## config.mk

```make
export PLATFORM = sky130hd
export DESIGN_NAME = urm_regs
export DESIGN_NICKNAME = d
export VERILOG_FILES = /design/src/core/urm_pkg.sv /design/src/core/urm_regs.sv
export SDC_FILE = /design/constraint.sdc
export NUM_CORES = 1
export LEC_CHECK = 0
export BUFFER_PORTS_ARGS = -buffer_cell sky130_fd_sc_hd__buf_2
export CORE_MARGIN = 10
export CORE_UTILIZATION = 50
export DETAILED_ROUTE_END_ITERATION = 10
export PLACE_DENSITY = 0.72
export SYNTH_ARGS = -nofsm -noshare
export SYNTH_HDL_FRONTEND = slang
export SYNTH_HIERARCHICAL = 1
export SYNTH_SLANG_ARGS = --single-unit
export TNS_END_PERCENT = 10
```

## constraint.sdc

```tcl
create_clock -name clk_i -period 11.7 [get_ports clk_i]
set_input_delay 2.34 -clock clk_i [delete_from_list [all_inputs] [get_ports clk_i]]
set_output_delay 2.34 -clock clk_i [all_outputs]
set_load 0.02 [all_outputs]
```

## src/core/urm_pkg.sv

```systemverilog
package urm_pkg;

  // ********************************************************************
  // Register offsets
  // ********************************************************************
  localparam logic [2:0] OFF_DATA = 3'h0;
  localparam logic [2:0] OFF_DLL = 3'h0;
  localparam logic [2:0] OFF_DLM = 3'h1;
  localparam logic [2:0] OFF_IER = 3'h1;
  localparam logic [2:0] OFF_ISR = 3'h2;
  localparam logic [2:0] OFF_EFR = 3'h2;
  localparam logic [2:0] OFF_LCR = 3'h3;
  localparam logic [2:0] OFF_FLOW_RESUME_CHAR_FIRST = 3'h4;
  localparam logic [2:0] OFF_FLOW_RESUME_CHAR_SECOND = 3'h5;
  localparam logic [2:0] OFF_LSR = 3'h5;
  localparam logic [2:0] OFF_FLOW_PAUSE_CHAR_FIRST = 3'h6;
  localparam logic [2:0] OFF_FLOW_PAUSE_CHAR_SECOND = 3'h7;
  localparam logic [2:0] OFF_SPR = 3'h7;

  // ********************************************************************
  // Field positions and keys
  // ********************************************************************
  localparam logic [7:0] LCR_ENH_KEY = 8'hbf;
  localparam int LCR_DLAB_BIT = 7;
  localparam int EFR_ENH_BIT = 4;
  localparam int FCR_EN_BIT = 0;
  localparam int FCR_RXRST_BIT = 1;
  localparam int FCR_TXRST_BIT = 2;
  localparam int XFR_LSR_MODE_BIT = 3;
  localparam int IER_RX_BIT = 0;
  localparam int IER_TX_BIT = 1;
  localparam int IER_LS_BIT = 2;
  localparam logic [7:0] DIV_ZERO = 8'h00;
  localparam logic [7:0] RST_BYTE = 8'h00;

  // ********************************************************************
  // Interrupt status codes, bits 5:0
  // ********************************************************************
  localparam logic [5:0] ISR_LSR = 6'h06;
  localparam logic [5:0] ISR_RXRDY = 6'h04;
  localparam logic [5:0] ISR_TXRDY = 6'h02;
  localparam logic [5:0] ISR_NONE = 6'h01;

  // ********************************************************************
  // Carriers
  // ********************************************************************
  typedef struct packed {
    logic cs_n;
    logic rd_n;
    logic wr_n;
    logic [2:0] addr;
    logic [7:0] data;
  } urm_bus_pins_t;

  localparam urm_bus_pins_t PINS_IDLE = '{cs_n: 1'b1, rd_n: 1'b1,
    wr_n: 1'b1, addr: 3'h0, data: 8'h00};

  typedef struct packed {
    logic brk;
    logic frm;
    logic par;
    logic [7:0] data;
  } urm_rx_char_t;

endpackage : urm_pkg

```

## src/core/urm_regs.sv

```systemverilog
// Functional notes
// DLAB set and line control not 0xBF: offsets 0,1 are divisor bytes
// Divisor bytes form one 16-bit baud divisor, low byte least significant
// Identification code reads at offset 1 when divisor access and divisor zero
// Enhanced and flow character registers reachable only with line control 0xBF
// Extended bits ignored until enhanced bit 4 is set
// Interrupt enable mask gates each interrupt source
// FIFO receive interrupt follows level against trigger, both directions
// Status shows receive trigger; status and interrupt clear together
// Data ready sets on character push, clears only when FIFO empty
// Host polls line status with FIFOs on and enables 0-3 clear
// Line status bit 1 flags receive overrun
// Line status bits 2-4 give errors of character at FIFO head
// Line status bit 5 set while transmit FIFO empty
// Line status bit 6 set when transmit FIFO and shifter empty
// Line status bit 7 set while any stored character has an error
// Receive interrupt: character present, or trigger reached in FIFO mode
// Transmit interrupt on empty, or falling below trigger in FIFO mode
// Enabling transmit interrupt while empty raises it at once
// Change of line status bits 1-4 raises line status interrupt
// Overrun raises line status interrupt on reception
// Other errors interrupt at head or on reception by mode bit
// Receive, transmit and line status enables are zero after reset
`timescale 1ns/1ps

// ********************************************************************
// Character FIFO
// ********************************************************************
module urm_fifo #(
  parameter int WIDTH = 8,
  parameter int DEPTH = 32,
  parameter int CW = $clog2(DEPTH + 1)
) (
  input wire logic clk_i,
  input wire logic rst_n_i,
  input wire logic flush_i,
  input wire logic [CW-1:0] limit_i,
  input wire logic in_valid_i,
  input wire logic [WIDTH-1:0] in_data_i,
  output logic in_ready_o,
  output logic out_valid_o,
  output logic [WIDTH-1:0] out_data_o,
  input wire logic out_ready_i,
  output logic [CW-1:0] count_o
);
  localparam int AW = (DEPTH > 1) ? $clog2(DEPTH) : 1;
  localparam logic [AW-1:0] LAST = AW'(DEPTH - 1);

  typedef struct packed {
    logic [DEPTH-1:0][WIDTH-1:0] mem;
    logic [AW-1:0] wp;
    logic [AW-1:0] rp;
    logic [CW-1:0] cnt;
    logic ready;
    logic valid;
    logic [WIDTH-1:0] head;
  } urm_fifo_st_t;

  urm_fifo_st_t st_q;
  urm_fifo_st_t st_d;
  logic push;
  logic pop;

  always_comb begin
    st_d = st_q;
    push = in_valid_i && st_q.ready;
    pop = out_ready_i && st_q.valid;
    if (push) begin
      st_d.mem[st_q.wp] = in_data_i;
      st_d.wp = (st_q.wp == LAST) ? '0 : st_q.wp + 1'b1;
    end
    if (pop) begin
      st_d.rp = (st_q.rp == LAST) ? '0 : st_q.rp + 1'b1;
    end
    st_d.cnt = st_q.cnt + CW'(push) - CW'(pop);
    if (flush_i) begin
      st_d.wp = '0;
      st_d.rp = '0;
      st_d.cnt = '0;
    end
    st_d.ready = st_d.cnt < limit_i;
    st_d.valid = st_d.cnt != '0;
    // Head held in a flop so the read port is registered
    st_d.head = st_d.mem[st_d.rp];
  end

  always_ff @(posedge clk_i or negedge rst_n_i) begin
    if (!rst_n_i) begin
      st_q <= '0;
    end else begin
      st_q <= st_d;
    end
  end

  assign in_ready_o = st_q.ready;
  assign out_valid_o = st_q.valid;
  assign out_data_o = st_q.head;
  assign count_o = st_q.cnt;
endmodule : urm_fifo

// ********************************************************************
// Register file and interrupt logic
// ********************************************************************
module urm_regs #(
  parameter int DEPTH = 32,
  parameter int unsigned RX_TRIG [4] = '{1, 4, 8, 16},
  parameter int unsigned TX_TRIG [4] = '{1, 4, 8, 16},
  // Arbitrary identification and revision values
  parameter logic [7:0] ID_CODE = 8'h5a,
  parameter logic [7:0] REV_CODE = 8'h01
) (
  input wire logic clk_i,
  input wire logic rst_n_i,
  input wire logic cs_n_i,
  input wire logic rd_n_i,
  input wire logic wr_n_i,
  input wire logic [2:0] addr_i,
  input wire logic [7:0] data_i,
  output logic [7:0] data_o,
  output logic data_oe_o,
  output logic irq_o,
  output logic [15:0] baud_divisor_o,
  input wire logic rx_valid_i,
  input wire urm_pkg::urm_rx_char_t rx_char_i,
  output logic rx_ready_o,
  output logic tx_valid_o,
  output logic [7:0] tx_data_o,
  input wire logic tx_ready_i,
  input wire logic tsr_empty_i
);
  localparam int CW = $clog2(DEPTH + 1);
  localparam int RXW = $bits(urm_pkg::urm_rx_char_t);

  typedef struct packed {
    urm_pkg::urm_bus_pins_t s1;
    urm_pkg::urm_bus_pins_t s2;
    urm_pkg::urm_bus_pins_t s3;
    logic oe;
    logic [7:0] dout;
    logic [7:0] line_control;
    logic [7:0] div_lo;
    logic [7:0] div_hi;
    logic [7:0] enhanced_function_control;
    logic [7:0] flow_resume_char_first;
    logic [7:0] flow_resume_char_second;
    logic [7:0] flow_pause_char_first;
    logic [7:0] flow_pause_char_second;
    logic [7:0] interrupt_enable_mask;
    logic [7:0] spr;
    logic fifo_en;
    logic [1:0] rx_trig;
    logic [1:0] tx_trig;
    logic xfr_mode;
    logic overrun;
    logic lsr_int;
    logic thr_int;
    logic head_flag;
    logic tx_low_prev;
    logic [CW-1:0] err_cnt;
    logic irq;
    logic rx_flush;
    logic tx_flush;
  } urm_st_t;

  localparam urm_st_t ST_RST = '{s1: urm_pkg::PINS_IDLE,
    s2: urm_pkg::PINS_IDLE, s3: urm_pkg::PINS_IDLE, default: '0};

  urm_st_t st_q;
  urm_st_t st_d;
  urm_pkg::urm_bus_pins_t pins;
  urm_pkg::urm_rx_char_t rx_head;
  logic [RXW-1:0] rx_head_raw;
  logic [CW-1:0] rx_cnt;
  logic [CW-1:0] tx_cnt;
  logic [CW-1:0] limit;
  logic rx_head_v;
  logic rx_pop;
  logic tx_push;
  logic rd_ev;
  logic wr_ev;
  logic [2:0] rd_addr;
  logic [2:0] wr_addr;
  logic [7:0] wr_data;
  logic [7:0] rdata;
  logic [7:0] line_status;
  logic [5:0] isr_code;
  logic dlab_acc;
  logic enh_acc;
  logic std_acc;
  logic ext_en;
  logic div_zero;
  logic rx_int_c;
  logic tx_low;
  logic head_err_ev;
  logic rx_push;
  logic overrun_ev;

  assign pins = '{cs_n: cs_n_i, rd_n: rd_n_i, wr_n: wr_n_i,
    addr: addr_i, data: data_i};
  assign limit = st_q.fifo_en ? CW'(DEPTH) : CW'(1);
  assign rx_head = urm_pkg::urm_rx_char_t'(rx_head_raw);

  // ******************************************************************
  // FIFOs
  // ******************************************************************
  urm_fifo #(.WIDTH(RXW), .DEPTH(DEPTH), .CW(CW)) u_rx_fifo (
    .clk_i(clk_i),
    .rst_n_i(rst_n_i),
    .flush_i(st_q.rx_flush),
    .limit_i(limit),
    .in_valid_i(rx_valid_i),
    .in_data_i(rx_char_i),
    .in_ready_o(rx_ready_o),
    .out_valid_o(rx_head_v),
    .out_data_o(rx_head_raw),
    .out_ready_i(rx_pop),
    .count_o(rx_cnt)
  );

  urm_fifo #(.WIDTH(8), .DEPTH(DEPTH), .CW(CW)) u_tx_fifo (
    .clk_i(clk_i),
    .rst_n_i(rst_n_i),
    .flush_i(st_q.tx_flush),
    .limit_i(limit),
    .in_valid_i(tx_push),
    .in_data_i(wr_data),
    .in_ready_o(),
    .out_valid_o(tx_valid_o),
    .out_data_o(tx_data_o),
    .out_ready_i(tx_ready_i),
    .count_o(tx_cnt)
  );

  // ******************************************************************
  // Decode and status terms
  // ******************************************************************
  always_comb begin
    rd_ev = !st_q.s2.cs_n && !st_q.s2.rd_n &&
      !(!st_q.s3.cs_n && !st_q.s3.rd_n);
    // Write taken on trailing strobe edge, with settled address and data
    wr_ev = !st_q.s3.cs_n && !st_q.s3.wr_n &&
      !(!st_q.s2.cs_n && !st_q.s2.wr_n);
    rd_addr = st_q.s2.addr;
    wr_addr = st_q.s3.addr;
    wr_data = st_q.s3.data;
    enh_acc = st_q.line_control == urm_pkg::LCR_ENH_KEY;
    dlab_acc = st_q.line_control[urm_pkg::LCR_DLAB_BIT] && !enh_acc;
    std_acc = !st_q.line_control[urm_pkg::LCR_DLAB_BIT];
    ext_en = st_q.enhanced_function_control[urm_pkg::EFR_ENH_BIT];
    div_zero = st_q.div_lo == urm_pkg::DIV_ZERO &&
      st_q.div_hi == urm_pkg::DIV_ZERO;
    rx_pop = rd_ev && std_acc && rd_addr == urm_pkg::OFF_DATA;
    tx_push = wr_ev && std_acc && wr_addr == urm_pkg::OFF_DATA;
    rx_push = rx_valid_i && rx_ready_o;
    overrun_ev = rx_valid_i && !rx_ready_o;

    rx_int_c = st_q.fifo_en ?
      rx_cnt >= CW'(RX_TRIG[st_q.rx_trig]) : rx_cnt != '0;

    tx_low = st_q.fifo_en ?
      tx_cnt < CW'(TX_TRIG[st_q.tx_trig]) : tx_cnt == '0;
    head_err_ev = rx_head_v && !st_q.head_flag && !rx_pop &&
      (rx_head.brk || rx_head.frm || rx_head.par);
    line_status = {st_q.err_cnt != '0,
      tx_cnt == '0 && tsr_empty_i,
      tx_cnt == '0,
      rx_head_v && rx_head.brk,
      rx_head_v && rx_head.frm,
      rx_head_v && rx_head.par,
      st_q.overrun,
      rx_head_v};

    if (st_q.interrupt_enable_mask[urm_pkg::IER_LS_BIT] && st_q.lsr_int) begin
      isr_code = urm_pkg::ISR_LSR;
    end else if (st_q.interrupt_enable_mask[urm_pkg::IER_RX_BIT] && rx_int_c) begin
      isr_code = urm_pkg::ISR_RXRDY;
    end else if (st_q.interrupt_enable_mask[urm_pkg::IER_TX_BIT] && st_q.thr_int) begin
      isr_code = urm_pkg::ISR_TXRDY;
    end else begin
      isr_code = urm_pkg::ISR_NONE;
    end
  end

  // ******************************************************************
  // Read data
  // ******************************************************************
  always_comb begin
    rdata = urm_pkg::RST_BYTE;
    if (rd_addr == urm_pkg::OFF_LCR) begin
      rdata = st_q.line_control;
    end else if (enh_acc) begin
      case (rd_addr)
        urm_pkg::OFF_EFR: rdata = st_q.enhanced_function_control;
        urm_pkg::OFF_FLOW_RESUME_CHAR_FIRST: rdata = st_q.flow_resume_char_first;
        urm_pkg::OFF_FLOW_RESUME_CHAR_SECOND: rdata = st_q.flow_resume_char_second;
        urm_pkg::OFF_FLOW_PAUSE_CHAR_FIRST: rdata = st_q.flow_pause_char_first;
        urm_pkg::OFF_FLOW_PAUSE_CHAR_SECOND: rdata = st_q.flow_pause_char_second;
        default: rdata = urm_pkg::RST_BYTE;
      endcase
    end else if (dlab_acc) begin
      case (rd_addr)
        urm_pkg::OFF_DLL: rdata = div_zero ? REV_CODE : st_q.div_lo;
        urm_pkg::OFF_DLM: rdata = div_zero ? ID_CODE : st_q.div_hi;
        default: rdata = urm_pkg::RST_BYTE;
      endcase
    end else begin
      case (rd_addr)
        urm_pkg::OFF_DATA: rdata = rx_head.data;
        urm_pkg::OFF_IER: rdata = ext_en ? st_q.interrupt_enable_mask : {4'h0, st_q.interrupt_enable_mask[3:0]};
        urm_pkg::OFF_ISR: rdata = {{2{st_q.fifo_en}}, isr_code};
        urm_pkg::OFF_LSR: rdata = line_status;
        urm_pkg::OFF_SPR: rdata = st_q.spr;
        default: rdata = urm_pkg::RST_BYTE;
      endcase
    end
  end

  // ******************************************************************
  // Next state
  // ******************************************************************
  always_comb begin
    st_d = st_q;
    st_d.s1 = pins;
    st_d.s2 = st_q.s1;
    st_d.s3 = st_q.s2;
    st_d.oe = !st_q.s2.cs_n && !st_q.s2.rd_n;
    st_d.rx_flush = 1'b0;
    st_d.tx_flush = 1'b0;
    if (rd_ev) begin
      st_d.dout = rdata;
    end
    if (wr_ev) begin
      if (wr_addr == urm_pkg::OFF_LCR) begin
        st_d.line_control = wr_data;
      end else if (enh_acc) begin
        case (wr_addr)
          urm_pkg::OFF_EFR: st_d.enhanced_function_control = wr_data;
          urm_pkg::OFF_FLOW_RESUME_CHAR_FIRST: st_d.flow_resume_char_first = wr_data;
          urm_pkg::OFF_FLOW_RESUME_CHAR_SECOND: st_d.flow_resume_char_second = wr_data;
          urm_pkg::OFF_FLOW_PAUSE_CHAR_FIRST: st_d.flow_pause_char_first = wr_data;
          urm_pkg::OFF_FLOW_PAUSE_CHAR_SECOND: st_d.flow_pause_char_second = wr_data;
          default: st_d.enhanced_function_control = st_q.enhanced_function_control;
        endcase
      end else if (dlab_acc) begin
        case (wr_addr)
          urm_pkg::OFF_DLL: st_d.div_lo = wr_data;
          urm_pkg::OFF_DLM: st_d.div_hi = wr_data;
          default: st_d.div_lo = st_q.div_lo;
        endcase
      end else begin
        case (wr_addr)
          urm_pkg::OFF_IER: begin
            st_d.interrupt_enable_mask[3:0] = wr_data[3:0];
            if (ext_en) begin
              st_d.interrupt_enable_mask[7:4] = wr_data[7:4];
            end
          end
          urm_pkg::OFF_ISR: begin
            st_d.fifo_en = wr_data[urm_pkg::FCR_EN_BIT];
            if (wr_data[urm_pkg::FCR_EN_BIT]) begin
              st_d.rx_trig = wr_data[7:6];
              st_d.rx_flush = wr_data[urm_pkg::FCR_RXRST_BIT];
              st_d.tx_flush = wr_data[urm_pkg::FCR_TXRST_BIT];
              if (ext_en) begin
                st_d.tx_trig = wr_data[5:4];
              end
            end
          end
          urm_pkg::OFF_LSR: begin
            if (ext_en) begin
              st_d.xfr_mode = wr_data[urm_pkg::XFR_LSR_MODE_BIT];
            end
          end
          urm_pkg::OFF_SPR: st_d.spr = wr_data;
          default: st_d.spr = st_q.spr;
        endcase
      end
    end
    // Stored error count feeds bit 7
    st_d.err_cnt = st_q.err_cnt
      + CW'(rx_push && (rx_char_i.brk || rx_char_i.frm || rx_char_i.par))
      - CW'(rx_pop && rx_head_v &&
            (rx_head.brk || rx_head.frm || rx_head.par));
    if (st_q.rx_flush) begin
      st_d.err_cnt = '0;
    end
    st_d.head_flag = (rx_pop || st_q.rx_flush) ? 1'b0 :
      (st_q.head_flag || head_err_ev);
    // Line status flags: set wins over read clear
    st_d.overrun = (st_q.overrun &&
      !(rd_ev && std_acc && rd_addr == urm_pkg::OFF_LSR)) || overrun_ev;
    st_d.lsr_int = (st_q.lsr_int &&
      !(rd_ev && std_acc && rd_addr == urm_pkg::OFF_LSR)) ||
      overrun_ev ||
      (st_q.xfr_mode ? rx_push &&
        (rx_char_i.brk || rx_char_i.frm || rx_char_i.par) :
        head_err_ev);
    st_d.tx_low_prev = tx_low;
    st_d.thr_int = (st_q.thr_int && !tx_push &&
      !(rd_ev && std_acc && rd_addr == urm_pkg::OFF_ISR &&
        isr_code == urm_pkg::ISR_TXRDY)) ||
      (tx_low && !st_q.tx_low_prev) ||
      (wr_ev && std_acc && wr_addr == urm_pkg::OFF_IER && tx_low &&
       wr_data[urm_pkg::IER_TX_BIT] &&
       !st_q.interrupt_enable_mask[urm_pkg::IER_TX_BIT]);

    st_d.irq = (st_q.interrupt_enable_mask[urm_pkg::IER_RX_BIT] && rx_int_c) ||
      (st_q.interrupt_enable_mask[urm_pkg::IER_TX_BIT] && st_q.thr_int) ||
      (st_q.interrupt_enable_mask[urm_pkg::IER_LS_BIT] && st_q.lsr_int);
  end

  always_ff @(posedge clk_i or negedge rst_n_i) begin
    if (!rst_n_i) begin
      st_q <= ST_RST;
    end else begin
      st_q <= st_d;
    end
  end

  assign data_o = st_q.dout;
  assign data_oe_o = st_q.oe;
  assign irq_o = st_q.irq;
  assign baud_divisor_o = {st_q.div_hi, st_q.div_lo};
endmodule : urm_regs

```

==> run metrics <==
outcome=finished clean; Post-synth ARST share=100%; Row Count=111; Post-synth EDFFs=0; area delta synth->final=7.65%; Critical R2R Launch=rd_addr[0]$_DFF_PN0_; top routing layer in use=met5; routed vias=41495; max_cap viols=0; commonest cells after routing, fill and taps aside=nand2_1, dfrtp_1, o21ai_0; CP most frequent cell=buf_4; Primary FF master, synth=dfrtp_1; fin area=49500 sq um; RSZ-0062 raised after global routing=false; Hold Violations, Final=0; delay-heaviest family, CP=buffers and inverters; Final Util=54.1%; Clock Skew=0.0380 ns; Crit path largest cell delay=0.67 ns; CTS Buffer Depth=3; Die Height=323 um; post-CTS setup buffer count=0; Skew-Pair Late Insertion Delay=0.69 ns; DP Area=around 46000 sq um; Initial Util=50.3%; Fin Hold WS=about 0.35 ns; DIE AREA=between 100000 and 150000 sq um; Slowest cell on crit path=o311ai_1; total wire length=149000 um; drt pass-1 iters=8; Fmax achieved=0.178 GHz; DR WL met2=about 66000 um; Metal-1 WL=58400 um; final antenna-violating net count=0; fin crit share=48.0%; total negative slack=0 ns; crit path cell chain=buf_4 > nor3_1 > nor3b_1 > buf_4 > and4bb_4 > o21ai_4 > buf_4 > inv_6 > buf_4 > nor3_1 > o311ai_1 > nand4_1 > o22ai_1; relative slew slack=27.9%; HP Start=st_d[130]$_DFF_PN0_; initial DRC count=5656; Global Route Usage Sum=27.6%; startpoint type of the worst setup path=flip-flop; port bufs=65; CTS root buf=clkbuf_16; P per Cell Area=212 nW/um^2; total power=10500 uW; fraction of layout cells with a size suffix above 1=13.3%; synthesized flop and latch total=814; cts bufs inserted=slightly above 90; Max Slew Vio Count=0; register area share after synthesis=44.3%; Core ar.=about 90000 sq um; Remaining Overflow, GRT=0; largest net degree at the start of global routing=179; fin crit period=approximately 5.6 ns; vias in the first global route=39511; vias per inst=6.72; wire per inst=24.1 um; Synth Cell Area=46000 sq um; Ys Warns=6; Boundary Pins=between 60 and 70; CTS tree=built; flop-to-flop setup slack=6.08 ns; drc violations=0; Worst-Margin Slew=around 1.1 ns; Worst Path Buf+Inv=5; Critical Path Source=rd_addr[0]$_DFF_PN0_; ant diodes=0; CTS resizes=0; commonest non-fill, non-tap cell in the layout=nand2_1; kind of critical path=flip-flop to flip-flop; Hold Buf Count CTS=0; Hold Path Class=flip-flop to flip-flop; CP endpoint kind=flip-flop; Hold EP=st_d[116]$_DFF_PN0_; CTS sink cnt=814; Post-layout nets=4998; Lkg Pwr=about 0.024 uW; clock input transition at the sequential cells of the worst setup and hold paths=0.06 ns; Placer Congestion=0.926; Detailed Place HPWL=87200 um; Min-Delay Path Depth=0; synthesized netlist cell count=5165; first-pass GRT wire length=230000 um; DR WL met3=16400 um; post-synth cell types=between 100 and 150; r2r worst-path depth=13; initial antenna violation count=2; die width=between 300 and 400 um; critical path required time=12.20 ns; Setup Viol. Count Final=0; worst ir drop on vdd=0.000173 V; Crit Reg-Reg Endpoint=u_rx_fifo/out_data_o[5]$_DFF_PN0_; Worst EP arrival=slightly above 6 ns; critical-path maximum fanout=69; syn_area_per_cell=~8.9 sq um; CTS H-tree lvls=3
## flip-flops by register name, summed over array words and instances, names as in the netlist, 3 cells and up
register,count
wr_addr,3
st_d,25
u_rx_fifo/count_o,6
rd_addr,3
u_rx_fifo/out_data_o,11
u_tx_fifo/count_o,6
data_o,8
u_rx_fifo/st_q,362
u_tx_fifo/st_q,266
baud_divisor_o,16
wr_data,8
u_tx_fifo/out_data_o,8
st_q,84
## cell families after synthesis
| kind of cell | count (synthesis) | share of synthesized area, % |
|---|---|---|
| AND/OR/NAND/NOR | 2125 | 21.1 |
| AO/OA/AOI/OAI | 1224 | 18.1 |
| flip-flops | 814 | 44.3 |
| buffers and inverters | 606 | 6.10 |
| multiplexers | 328 | 8.53 |
| adder cells (fa/ha/maj) | 54 | 1.52 |
| XOR/XNOR | 13 | 0.248 |
| other | 1 | 0.00816 |
## per-stage QoR
stage	setup WS (ns)	std cells
final	6.08	6174
after CTS	6.41	6174
after global placement	5.83	6006
after global routing	6.04	6174
after floorplan	6.89	5172
after detailed placement	5.80	6006
## cell usage after synthesis (23+ instances only)
cell      number  share of area, %
a211oi_1      97               1.6
a21o_1        32              0.52
a21oi_1       54              0.59
a221oi_1      43              0.82
and3_1        49              0.67
buf_1         43              0.35
buf_2         72              0.78
buf_4         71               1.2
clkbuf_1     343               2.8
dfrtp_1      805                44
ha_1          51               1.4
inv_1         55              0.45
mux2_2       179               4.4
mux2i_1      116               2.5
mux4_2        33               1.6
nand2_1     1196               9.8
nand2b_1      23              0.31
nand3_1      106               1.2
nand4_1       56              0.76
nor2_1       214               1.7
nor3_1       117               1.3
nor4_1        30              0.41
o21ai_0      457               5.0
o21ai_1       27              0.29
o22ai_1       96               1.3
o311ai_0     242               4.6
or3_1        230               3.1
## layer usage
metal | track usage [%] | vias to the layer above
li1 | - | 18136
met1 | 36.7 | 20250
met2 | 42.3 | 2632
met3 | 6.00 | 475
met4 | 13.6 | 2
met5 | 0 | -
## worst max path at each step
| stage | end | slack [ns] | cells past startpoint |
|---|---|---|---|
| 3_3_place_gp | u_tx_fifo/out_data_o[5]$_DFF_PN0_ | 5.83 | 11 |
| 5_1_grt | u_rx_fifo/out_data_o[5]$_DFF_PN0_ | 6.04 | 13 |
| 6_report | u_rx_fifo/out_data_o[5]$_DFF_PN0_ | 6.08 | 13 |
| 2_1_floorplan | u_rx_fifo/in_ready_o$_DFF_PN0_ | 6.89 | 15 |
| 4_1_cts | u_rx_fifo/out_data_o[5]$_DFF_PN0_ | 6.41 | 13 |
| 3_5_place_dp | u_tx_fifo/out_data_o[6]$_DFF_PN0_ | 5.80 | 11 |
## cell type report
cell class                      count  area (sq um)
Clock inverter                     34           407
Multi-Input combinational cell   3752         22900
Tap cell                         1186          1480
Sequential cell                   814         20400
Fill cell                        8124         41900
Clock buffer                      134          2710
Inverter                           60           236
Timing Repair Buffer              194          1350
## power breakdown
part	switching, uW	internal, uW	total (uW)	leakage (uW)
clock	1230	1760	3000	0.00154
sequential	315	3190	3510	0.0110
combinational	2650	1330	3980	0.0113
Note: power is estimated with default switching activity, not from simulation.
